$ cat src/rtl/drive_word_pkg.sv
// Purpose: shared constants for the drive control/status word logic
// Assumes: 16-bit words from the fieldbus side, one clock domain
// Notes:   bit positions and scaling named once here
package drive_word_pkg;
  localparam int          WORD_W        = 16;
  // control word bit positions
  localparam int          CB_REF_LSB    = 0;
  localparam int          CB_REF_MSB    = 1;
  localparam int          CB_DC_BRAKE_N = 2;
  localparam int          CB_COAST_N    = 3;
  localparam int          CB_QSTOP_N    = 4;
  localparam int          CB_HOLD_N     = 5;
  localparam int          CB_RUN        = 6;
  localparam int          CB_RESET      = 7;
  localparam int          CB_JOG        = 8;
  localparam int          CB_RAMP2      = 9;
  localparam int          CB_VALID      = 10;
  localparam int          CB_RELAY1     = 11;
  localparam int          CB_RELAY2     = 12;
  localparam int          CB_SETUP_LSB  = 13;
  localparam int          CB_SETUP_MSB  = 14;
  localparam int          CB_REVERSE    = 15;
  // status word bit positions
  localparam int          SB_CTRL_RDY   = 0;
  localparam int          SB_DRV_RDY    = 1;
  localparam int          SB_COAST_N    = 2;
  localparam int          SB_TRIP       = 3;
  localparam int          SB_ERROR      = 4;
  localparam int          SB_UNUSED     = 5;
  localparam int          SB_TRIP_LOCK  = 6;
  localparam int          SB_WARNING    = 7;
  localparam int          SB_AT_REF     = 8;
  localparam int          SB_BUS_CTRL   = 9;
  localparam int          SB_IN_LIMIT   = 10;
  localparam int          SB_RUNNING    = 11;
  localparam int          SB_OVERTEMP   = 12;
  localparam int          SB_VOLTAGE    = 13;
  localparam int          SB_TORQUE     = 14;
  localparam int          SB_TIMER      = 15;
  // reset value of the control word: everything stopped, data invalid
  localparam logic [15:0] CTRL_RESET    = 16'h0000;
  localparam logic [15:0] STAT_RESET    = 16'h0000;
  // 16384 = 4000 hex stands for 100 percent
  localparam logic [15:0] SCALE_100PCT  = 16'h4000;
  localparam logic [1:0]  IDX_ZERO      = 2'h0;
  // reverse source selections; all but REV_DIGITAL let the bus reverse the motor
  localparam logic [1:0]  REV_DIGITAL   = 2'h0;
  localparam logic [1:0]  REV_BUS       = 2'h1;
  localparam logic [1:0]  REV_OR        = 2'h2;
  localparam logic [1:0]  REV_AND       = 2'h3;
endpackage : drive_word_pkg

$ cat src/rtl/drive_word_logic.sv
// Purpose: decode bus control word, assemble bus status word
// Assumes: drive core supplies its state flags on the same clock
// Notes:   control word latched whole when written with valid bit set
//
// How it works
// - bits 0..1 pick one of four presets
// - bit 2 low commands DC brake
// - bit 3 low coasts, output stage off
// - bit 4 low uses quick-stop ramp
// - bit 5 low freezes output frequency
// - frozen: only coast/brake stop accepted
// - bit 6 low ramps down to stop
// - trip reset only on rising bit 7
// - bit 8 selects jog speed
// - bit 9 selects second ramp pair
// - bit 10 low: word ignored
// - bits 11/12 drive relays if configured
// - bits 14:13 pick set-up if multi
// - bit 15 reverses if source permits
// - status 0..2: ready, drive ready, enable
// - status 3,4,6 faults; bit 5 zero
// - status 7 warning, 8 at reference
// - status 9 bus control possible
// - status 10 in limits, 11 running
// - status 12..15 temp, volt, torque, timer
// - link lost forces status to zero
// - 16384 equals 100 percent scaling
`timescale 1ns/1ns
`default_nettype none
module drive_word_logic (
  // clock and reset
  input  wire logic        mclk_i,
  input  wire logic        reset_n_i,
  // bus side words
  input  wire logic [15:0] control_command_word_i,
  input  wire logic        control_write_i,
  output logic      [15:0] status_report_word_o,
  input  wire logic [15:0] speed_ref_pct_i,
  output logic      [15:0] actual_frequency_value_o,
  // configuration
  input  wire logic        relay1_follows_bus_i,
  input  wire logic        relay2_follows_bus_i,
  input  wire logic        multi_setup_i,
  input  wire logic [1:0]  reverse_source_i,
  input  wire logic [1:0]  local_setup_i,
  input  wire logic [15:0] max_speed_i,
  // drive core state
  input  wire logic        tripped_i,
  input  wire logic        trip_locked_i,
  input  wire logic        error_no_trip_i,
  input  wire logic        warning_i,
  input  wire logic        power_ok_i,
  input  wire logic        din_coast_i,
  input  wire logic        din_stop_i,
  input  wire logic        local_mode_i,
  input  wire logic        at_reference_i,
  input  wire logic        in_speed_limit_i,
  input  wire logic        output_nonzero_i,
  input  wire logic        overtemp_i,
  input  wire logic        dc_voltage_bad_i,
  input  wire logic        current_limit_i,
  input  wire logic        thermal_timer_over_i,
  input  wire logic        link_ok_i,
  input  wire logic [15:0] actual_freq_pct_i,
  // drive commands
  output logic      [1:0]  preset_index_o,
  output logic             dc_brake_o,
  output logic             coast_o,
  output logic             quick_stop_o,
  output logic             hold_freq_o,
  output logic             ramp_stop_o,
  output logic             trip_reset_o,
  output logic             jog_o,
  output logic             ramp2_sel_o,
  output logic             relay1_o,
  output logic             relay2_o,
  output logic      [1:0]  setup_index_o,
  output logic             reverse_o,
  output logic      [15:0] speed_ref_o
);
  typedef struct packed {
    logic [15:0] ctrl;
    logic        prev_reset;
    logic        reset_pulse;
    logic [15:0] status;
    logic [15:0] actual_frequency_value;
  } word_state_t;

  word_state_t st;
  word_state_t next_st;
  logic [15:0] stat_v;
  logic        frozen;
  logic        word_taken;

  function automatic logic cbit(input logic [15:0] w, input int pos);
    cbit = w[pos];
  endfunction : cbit

  ////////////////////////////////////////////////////////////////////
  always_comb begin
    next_st = st;
    if (control_write_i &&
        cbit(control_command_word_i, drive_word_pkg::CB_VALID)) begin
      next_st.ctrl = control_command_word_i;
    end
    next_st.prev_reset  = cbit(st.ctrl, drive_word_pkg::CB_RESET);
    next_st.reset_pulse = cbit(st.ctrl, drive_word_pkg::CB_RESET) &&
                          !st.prev_reset;
    stat_v = drive_word_pkg::STAT_RESET;
    stat_v[drive_word_pkg::SB_CTRL_RDY] = !tripped_i;
    stat_v[drive_word_pkg::SB_DRV_RDY]  = !tripped_i && power_ok_i;
    stat_v[drive_word_pkg::SB_COAST_N]  = !coast_o;
    stat_v[drive_word_pkg::SB_TRIP]      = tripped_i;
    stat_v[drive_word_pkg::SB_ERROR]     = error_no_trip_i;
    stat_v[drive_word_pkg::SB_UNUSED]    = 1'b0;
    stat_v[drive_word_pkg::SB_TRIP_LOCK] = trip_locked_i;
    stat_v[drive_word_pkg::SB_WARNING] = warning_i;
    stat_v[drive_word_pkg::SB_AT_REF]  = at_reference_i;
    stat_v[drive_word_pkg::SB_BUS_CTRL] = !local_mode_i;
    stat_v[drive_word_pkg::SB_IN_LIMIT] = in_speed_limit_i;
    stat_v[drive_word_pkg::SB_RUNNING]  = output_nonzero_i ||
      cbit(st.ctrl, drive_word_pkg::CB_RUN);
    stat_v[drive_word_pkg::SB_OVERTEMP] = overtemp_i;
    stat_v[drive_word_pkg::SB_VOLTAGE]  = dc_voltage_bad_i;
    stat_v[drive_word_pkg::SB_TORQUE]   = current_limit_i;
    stat_v[drive_word_pkg::SB_TIMER]    = thermal_timer_over_i;
    next_st.status = link_ok_i ? stat_v : drive_word_pkg::STAT_RESET;
    next_st.actual_frequency_value = actual_freq_pct_i;
  end

  always_ff @(posedge mclk_i) begin
    if (!reset_n_i) begin
      st.ctrl        <= drive_word_pkg::CTRL_RESET;
      st.prev_reset  <= 1'b0;
      st.reset_pulse <= 1'b0;
      st.status      <= drive_word_pkg::STAT_RESET;
      st.actual_frequency_value         <= '0;
    end else begin
      st <= next_st;
    end
  end

  ////////////////////////////////////////////////////////////////////
  // decoded commands from the one latched word, OR'd with din_coast_i/din_stop_i; set-up from local_setup_i unless multi
  // preset select
  assign preset_index_o = st.ctrl[drive_word_pkg::CB_REF_MSB:
                                  drive_word_pkg::CB_REF_LSB];
  assign frozen = !cbit(st.ctrl, drive_word_pkg::CB_HOLD_N);
  assign hold_freq_o = frozen;
  assign dc_brake_o = !cbit(st.ctrl, drive_word_pkg::CB_DC_BRAKE_N);
  assign coast_o = !cbit(st.ctrl, drive_word_pkg::CB_COAST_N) ||
                   din_coast_i;
  assign quick_stop_o = !frozen &&
                        !cbit(st.ctrl, drive_word_pkg::CB_QSTOP_N);
  assign ramp_stop_o = !frozen &&
                       (!cbit(st.ctrl, drive_word_pkg::CB_RUN) ||
                        din_stop_i);
  assign trip_reset_o = st.reset_pulse;
  assign jog_o = cbit(st.ctrl, drive_word_pkg::CB_JOG);
  assign ramp2_sel_o = cbit(st.ctrl, drive_word_pkg::CB_RAMP2);
  assign relay1_o = relay1_follows_bus_i &&
                    cbit(st.ctrl, drive_word_pkg::CB_RELAY1);
  assign relay2_o = relay2_follows_bus_i &&
                    cbit(st.ctrl, drive_word_pkg::CB_RELAY2);
  assign setup_index_o = multi_setup_i ?
    st.ctrl[drive_word_pkg::CB_SETUP_MSB:drive_word_pkg::CB_SETUP_LSB] :
    local_setup_i;
  assign reverse_o = cbit(st.ctrl, drive_word_pkg::CB_REVERSE) &&
                     (reverse_source_i != drive_word_pkg::REV_DIGITAL);
  assign status_report_word_o     = st.status;
  assign actual_frequency_value_o = st.actual_frequency_value;

  speed_scaler u_scaler (
    .mclk_i       (mclk_i),
    .reset_n_i    (reset_n_i),
    .pct_i        (speed_ref_pct_i),
    .full_scale_i (max_speed_i),
    .scaled_o     (speed_ref_o)
  );

  ////////////////////////////////////////////////////////////////////
  // checks
  // valid word offered on this edge, shared by the checks
  assign word_taken = control_write_i &&
                      cbit(control_command_word_i, drive_word_pkg::CB_VALID);
  AST_INVALID_IGNORED: assert property (@(posedge mclk_i)
    disable iff (!reset_n_i)
    control_write_i &&
    !cbit(control_command_word_i, drive_word_pkg::CB_VALID)
    |=> $stable(st.ctrl))
    else $error("invalid control word was taken");
  AST_ATOMIC_LOAD: assert property (@(posedge mclk_i)
    disable iff (!reset_n_i)
    word_taken
    |=> st.ctrl == $past(control_command_word_i))
    else $error("control word not loaded whole");
  AST_RESET_EDGE: assert property (@(posedge mclk_i)
    disable iff (!reset_n_i)
    trip_reset_o |-> ##1 !trip_reset_o)
    else $error("trip reset longer than one cycle");
  AST_RESET_CAUSE: assert property (@(posedge mclk_i)
    disable iff (!reset_n_i)
    trip_reset_o |-> $past(st.ctrl[drive_word_pkg::CB_RESET], 1) &&
                     !$past(st.ctrl[drive_word_pkg::CB_RESET], 2))
    else $error("trip reset without rising bit");
  AST_LINK_LOST: assert property (@(posedge mclk_i)
    disable iff (!reset_n_i)
    !link_ok_i |=> status_report_word_o == drive_word_pkg::STAT_RESET)
    else $error("status not cleared on link loss");
  AST_UNUSED_ZERO: assert property (@(posedge mclk_i)
    disable iff (!reset_n_i)
    status_report_word_o[drive_word_pkg::SB_UNUSED] == 1'b0)
    else $error("status bit five set");
  AST_TRIP_STATUS: assert property (@(posedge mclk_i)
    disable iff (!reset_n_i)
    link_ok_i && tripped_i |=>
      !status_report_word_o[drive_word_pkg::SB_CTRL_RDY] &&
      status_report_word_o[drive_word_pkg::SB_TRIP])
    else $error("trip not reported");
  AST_FROZEN_STOP: assert property (@(posedge mclk_i)
    disable iff (!reset_n_i)
    hold_freq_o |-> !ramp_stop_o && !quick_stop_o)
    else $error("ramp stop while frozen");
  AST_RELAY_GATE: assert property (@(posedge mclk_i)
    disable iff (!reset_n_i)
    !relay1_follows_bus_i |-> !relay1_o)
    else $error("relay driven without config");
  AST_REVERSE_GATE: assert property (@(posedge mclk_i)
    disable iff (!reset_n_i)
    reverse_source_i == drive_word_pkg::REV_DIGITAL |-> !reverse_o)
    else $error("reverse with digital source");
  AST_PRESET_INDEX: assert property (@(posedge mclk_i)
    disable iff (!reset_n_i)
    word_taken |=> preset_index_o == $past(control_command_word_i[
      drive_word_pkg::CB_REF_MSB:drive_word_pkg::CB_REF_LSB]))
    else $error("preset index not taken from word");
  AST_DC_BRAKE: assert property (@(posedge mclk_i)
    disable iff (!reset_n_i)
    word_taken && !cbit(control_command_word_i, drive_word_pkg::CB_DC_BRAKE_N)
    |=> dc_brake_o)
    else $error("dc brake not commanded");
  AST_COAST: assert property (@(posedge mclk_i)
    disable iff (!reset_n_i)
    word_taken && !cbit(control_command_word_i, drive_word_pkg::CB_COAST_N)
    |=> coast_o)
    else $error("coast not commanded");
  AST_QUICK_STOP: assert property (@(posedge mclk_i)
    disable iff (!reset_n_i)
    word_taken && cbit(control_command_word_i, drive_word_pkg::CB_HOLD_N) &&
    !cbit(control_command_word_i, drive_word_pkg::CB_QSTOP_N)
    |=> quick_stop_o)
    else $error("quick stop not commanded");
  AST_HOLD_FREQ: assert property (@(posedge mclk_i)
    disable iff (!reset_n_i)
    word_taken |=> hold_freq_o ==
      !$past(control_command_word_i[drive_word_pkg::CB_HOLD_N]))
    else $error("hold output not following its bit");
  AST_FROZEN_COAST: assert property (@(posedge mclk_i)
    disable iff (!reset_n_i)
    hold_freq_o && din_coast_i |-> coast_o)
    else $error("coast refused while frozen");
  AST_RAMP_STOP: assert property (@(posedge mclk_i)
    disable iff (!reset_n_i)
    word_taken && cbit(control_command_word_i, drive_word_pkg::CB_HOLD_N) &&
    !cbit(control_command_word_i, drive_word_pkg::CB_RUN)
    |=> ramp_stop_o)
    else $error("ramp stop not commanded");
  AST_JOG: assert property (@(posedge mclk_i)
    disable iff (!reset_n_i)
    word_taken |=> jog_o ==
      $past(control_command_word_i[drive_word_pkg::CB_JOG]))
    else $error("jog not following its bit");
  AST_RAMP_PAIR: assert property (@(posedge mclk_i)
    disable iff (!reset_n_i)
    word_taken |=> ramp2_sel_o ==
      $past(control_command_word_i[drive_word_pkg::CB_RAMP2]))
    else $error("ramp pair not following its bit");
  AST_RELAY2_GATE: assert property (@(posedge mclk_i)
    disable iff (!reset_n_i)
    !relay2_follows_bus_i |-> !relay2_o)
    else $error("relay two driven without config");
  AST_SETUP_LOCAL: assert property (@(posedge mclk_i)
    disable iff (!reset_n_i)
    !multi_setup_i |-> setup_index_o == local_setup_i)
    else $error("set-up taken from word outside multi mode");
  AST_REVERSE_BUS: assert property (@(posedge mclk_i)
    disable iff (!reset_n_i)
    word_taken && cbit(control_command_word_i, drive_word_pkg::CB_REVERSE) &&
    reverse_source_i != drive_word_pkg::REV_DIGITAL
    |=> reverse_o || reverse_source_i == drive_word_pkg::REV_DIGITAL)
    else $error("reverse not commanded");
  AST_DRIVE_READY: assert property (@(posedge mclk_i)
    disable iff (!reset_n_i)
    link_ok_i && !tripped_i && power_ok_i
    |=> status_report_word_o[drive_word_pkg::SB_DRV_RDY])
    else $error("drive ready not reported");
  AST_FAULT_BITS: assert property (@(posedge mclk_i)
    disable iff (!reset_n_i)
    link_ok_i |=> status_report_word_o[drive_word_pkg::SB_ERROR] ==
      $past(error_no_trip_i) &&
      status_report_word_o[drive_word_pkg::SB_TRIP_LOCK] ==
      $past(trip_locked_i))
    else $error("fault bits not reported");
  AST_WARNING: assert property (@(posedge mclk_i)
    disable iff (!reset_n_i)
    link_ok_i |=> status_report_word_o[drive_word_pkg::SB_WARNING] ==
      $past(warning_i))
    else $error("warning not reported");
  AST_LOCAL_MODE: assert property (@(posedge mclk_i)
    disable iff (!reset_n_i)
    local_mode_i |=> !status_report_word_o[drive_word_pkg::SB_BUS_CTRL])
    else $error("bus control shown in local mode");
  AST_RUNNING: assert property (@(posedge mclk_i)
    disable iff (!reset_n_i)
    link_ok_i && output_nonzero_i
    |=> status_report_word_o[drive_word_pkg::SB_RUNNING])
    else $error("running not reported");
  AST_PROTECT_BITS: assert property (@(posedge mclk_i)
    disable iff (!reset_n_i)
    link_ok_i |=> status_report_word_o[drive_word_pkg::SB_TIMER:
                                       drive_word_pkg::SB_OVERTEMP] ==
      $past({thermal_timer_over_i, current_limit_i, dc_voltage_bad_i,
             overtemp_i}))
    else $error("protection bits not reported");
  AST_FREQ_COPY: assert property (@(posedge mclk_i)
    disable iff (!reset_n_i)
    reset_n_i |=> actual_frequency_value_o == $past(actual_freq_pct_i))
    else $error("actual frequency word not passed on");
  COV_VALID_WORD: cover property (@(posedge mclk_i)
    word_taken);
  COV_TRIP_RESET: cover property (@(posedge mclk_i) trip_reset_o);
  COV_LINK_LOST: cover property (@(posedge mclk_i)
    link_ok_i ##1 !link_ok_i);
  COV_FROZEN_COAST: cover property (@(posedge mclk_i)
    hold_freq_o && coast_o);
  COV_REVERSE: cover property (@(posedge mclk_i) reverse_o);
endmodule : drive_word_logic
`default_nettype wire

$ cat src/rtl/speed_scaler.sv
// Purpose: convert percent-scaled speed word to signed output reference
// Assumes: 16384 counts equal 100 percent, two's complement
// Notes:   product register breaks the multiply path
`timescale 1ns/1ns
`default_nettype none
module speed_scaler (
  // clock and reset
  input  wire logic        mclk_i,
  input  wire logic        reset_n_i,
  // percent word in, full scale in, scaled value out
  input  wire logic [15:0] pct_i,
  input  wire logic [15:0] full_scale_i,
  output logic      [15:0] scaled_o
);
  typedef struct packed {
    logic [15:0] scaled;
  } scale_state_t;

  scale_state_t st;
  scale_state_t next_st;
  logic signed [32:0] prod;

  ////////////////////////////////////////////////////////////////////
  // percent word scaling
  always_comb begin
    prod = $signed(pct_i) * $signed({1'b0, full_scale_i});
    next_st.scaled = prod[29:14];
  end

  always_ff @(posedge mclk_i) begin
    if (!reset_n_i) begin
      st <= '0;
    end else begin
      st <= next_st;
    end
  end

  assign scaled_o = st.scaled;
endmodule : speed_scaler
`default_nettype wire

$ cat config.mk
export PLATFORM = sky130hd
export DESIGN_NAME = drive_word_logic
export DESIGN_NICKNAME = d
export VERILOG_FILES = /design/src/rtl/drive_word_pkg.sv /design/src/rtl/drive_word_logic.sv /design/src/rtl/speed_scaler.sv
export SDC_FILE = /design/constraint.sdc
export NUM_CORES = 1
export LEC_CHECK = 0
export BUFFER_PORTS_ARGS = -buffer_cell sky130_fd_sc_hd__buf_2
export CORE_MARGIN = 2
export CORE_UTILIZATION = 55
export DETAILED_ROUTE_END_ITERATION = 16
export PLACE_DENSITY_LB_ADDON = 0.15
export SLEW_MARGIN = 20
export SYNTH_ARGS = -nofsm -noshare
export SYNTH_HDL_FRONTEND = slang
export SYNTH_SLANG_ARGS = --single-unit
$ cat constraint.sdc
create_clock -name mclk_i -period 14.65 [get_ports mclk_i]
set_input_delay 0 -clock mclk_i [delete_from_list [all_inputs] [get_ports mclk_i]]
set_output_delay 0 -clock mclk_i [all_outputs]
set_load 0.01 [all_outputs]
==> impl_metrics.yaml <==
critical_path:
  critPathKind: "input port to flip-flop"
  end_kind: "flip-flop"
  crit_arrival_ps: 5500
  critPathLaunchType: "input port"
  crit_required_ps: 14840
  cp_max_fo: 9
die:
  pin_count: 153
  fp.dieArea_um2: 20000
  start_util_pct: 55.8
  num_rows: 50
  coreArea_um2: 18600
  die_h_um: 141
  fp.dieW_um: 141
place:
  post-place-ws_ps: 9060
  dpl.hpwl_um: 19300
  port_buffers: 151
  place_congestion: 0.829
  dp_cells: 1472
yosys:
  synth_seq_cells: 64
  ys_types: 48
  synth-async-reset-ratio_pct: 0
  synth-main-ff-cell: "dfxtp_1"
  syn_nets: 1550
  syn-instance-count: 1166
  yosys.area.top_type: "fa_1"
  synth-edff-count: 0
  synth_area_um2: 10400
  ys.warnings.count: 0
  netlist.area_leader.share_pct: 37.2
  synth_area_per_cell_um2: 8.90
  ys_top_cells_by_area: "fa_1 (37%), dfxtp_1 (12%), ha_1 (12%), inv_1 (8.0%), and2_1 (8.0%)"
  ys_seq_area_share_pct: 12.3
global_routing:
  grt_max_degree: 37
  grt_pass1_vias: 8568
  overflow: 0
  grt_use_total_pct: 26.5
  antenna_found_initial: 0
  grt_pass1_wl_um: 42800
clocking:
  htreeDepth: 3
  cts_tree: "done"
  cts_sinks: 64
  clock_path_buffers: 2
  root_buffer: "clkbuf_16"
  clock_latency_ps: 320
  cts_made_buffers: 9
  clk_pin_slew_ps: 50
  cts_setup_buffers: 0
drt:
  drc: 0
  wire_per_inst_um: 16.1
  vias: 7990
  drtAntennaViolNets: 0
  firstDrtPassIters: 5
  drt-vias-per-instance: 5.21
  dr.first_iter.drc_count: 433
  routed_wl_um: 24600
timing:
  fin_setup_tns_ps: 0
  fin_crit_sh_pct: 36.2
  fin_crit_ps: 5310
  finalHoldViolCount: 0
  skew_ps: 3.61
  rsz0062_at_grt: "no"
  timing.slew.headroom_pct: 65.6
  worstMarginPinSlew_ps: 515
  setup_viol: 0
  setup_slack_ps: 9340
  fmax_ghz: 0.188
  maxSlewViolCount: 0
final_layout:
  area_growth_pct: 13.2
  fillers: 1590
  finish.net_count: 1678
  antennaDiodeCount: 0
  final_layout_size_suffix_gt1_share_pct: 13.5
  final_cells: 1533
flow_run:
  maxCapViolCount: 0
power:
  power.leakage_uw: 0.00616
  max-vdd-ir-drop_mv: 0.273
  p_per_area_nw_per_um2: 248
min_path:
  hold_class: "input port to flip-flop"
outcome:
  outcome: "complete, no violations"
-- report_power, final --
part / switching, µW / leakage [µW] / internal [µW] / total [µW]
clock network: 70.0 / 0.000150 / 140 / 210
registers: 6.55 / 0.000529 / 213 / 220
logic: 1460 / 0.00548 / 1020 / 2480
total: 1540 / 0.00616 / 1370 / 2910
-- layer usage --
layer | routed length (µm) | vias to the layer above | track usage [%]
met5 | 0 | - | 0
met4 | 212 | 0 | 4.42
met3 | 2040 | 18 | 5.70
met2 | 11200 | 303 | 42.4
met1 | 11200 | 3944 | 37.9
li1 | - | 3725 | -
-- path summary, 6_finish.rpt --
check                           slack, ps                            endpoint                     start  cells past startpoint
worst min register to register        390             trip_reset_o$_SDFF_PN0_         st[33]$_SDFF_PN0_                      1
worst min-delay path                   30  status_report_word_o[4]$_SDFF_PN0_                 link_ok_i                      2
worst max register to register      13980             trip_reset_o$_SDFF_PN0_  next_st[33]$_SDFFE_PN0P_                      2
worst max-delay path                 9340    u_scaler.scaled_o[13]$_SDFF_PN0_       speed_ref_pct_i[15]                     19
-- repair_timing --
action | CTS | global route
hold buffers | 45 | 0
resized for setup | 0 | 0
endpoints found under the hold margin | 46 | 0
endpoints found under the setup margin | 0 | 0
-- flip-flops by register name, indices dropped and copies added, names as in the netlist --
name	flops
status_report_word_o	15
jog_o	1
st	11
next_st	1
u_scaler.scaled_o	16
ramp2_sel_o	1
trip_reset_o	1
actual_frequency_value_o	16
preset_index_o	2
-- cells in the final DEF, fill, tap and decap left out, types with 5 or more instances in the layout --
master / n
fa_1: 193
nand4_1: 5
and2_1: 133
dfxtp_1: 64
nand2b_1: 10
nor2_1: 29
o21ai_0: 10
a21o_1: 9
a21oi_1: 47
nand3_1: 5
buf_2: 151
and3_1: 12
nor3_1: 5
ha_1: 101
dlygate4sd3_1: 45
clkbuf_16: 9
xor2_1: 6
xnor2_1: 11
inv_1: 222
nand2_1: 178
-- area by class of cell --
class | instances | area (µm²) | share of cell area (%)
clock inverters | 3 | 40.0 | 0.341
inverters | 224 | 841 | 7.16
flip-flops and latches | 64 | 1280 | 10.9
well taps | 234 | 293 | 2.49
repair buffers | 196 | 1210 | 10.3
clock buffers | 13 | 260 | 2.22
multi-input cells | 799 | 7820 | 66.6
-- metrics by stage --
step / hold slack [ps] / total power, µW / util [%] / area, µm²
after CTS: 18.8 / 2920 / 63.2 / 11700
final: 34.7 / 2910 / 63.2 / 11700
after global placement: 156 / 2660 / 59.2 / 11000
after floorplan: 72.4 / 2120 / - / 10400
after global routing: 36.0 / 3290 / 63.2 / 11700
after detailed placement: 161 / 2660 / 59.2 / 11000
-- synthesized netlist by cell type (6+ instances only) --
| master | count |
|---|---|
| fa_1 | 193 |
| and3_1 | 12 |
| o21ai_0 | 10 |
| a21oi_1 | 47 |
| nor2_1 | 29 |
| dfxtp_1 | 64 |
| and2_1 | 133 |
| xnor2_1 | 11 |
| a21o_1 | 9 |
| inv_1 | 222 |
| buf_4 | 34 |
| clkbuf_1 | 39 |
| nand2b_1 | 10 |
| xor2_1 | 6 |
| ha_1 | 101 |
| nand2_1 | 178 |
-- kinds of logic (layout without fill, tap and decap cells) --
group | after synthesis | count (layout) | share of synthesized area [%]
simple gates | 391 | 391 | 18.8
buf+inv | 303 | 436 | 12.2
fa+ha+maj | 294 | 294 | 49.4
compound gates | 91 | 91 | 5.22
flops | 64 | 64 | 12.3
xor+xnor | 17 | 17 | 1.44
mux | 5 | 5 | 0.507
other cells | 1 | 1 | 0.0361
-- worst max-delay path: stages --
cell	delay, ps
buf_2	220
clkinv_1	360
nor2_1	250
fa_1	470
fa_1	470
fa_1	550
fa_1	470
fa_1	510
inv_1	50
fa_1	480
inv_1	40
ha_1	390
and4_1	230
nor3b_1	230
o211ai_1	180
nand4_1	190
a41oi_1	150
xor2_1	180
nor2_1	60
Power figures use the tool's default switching activity.
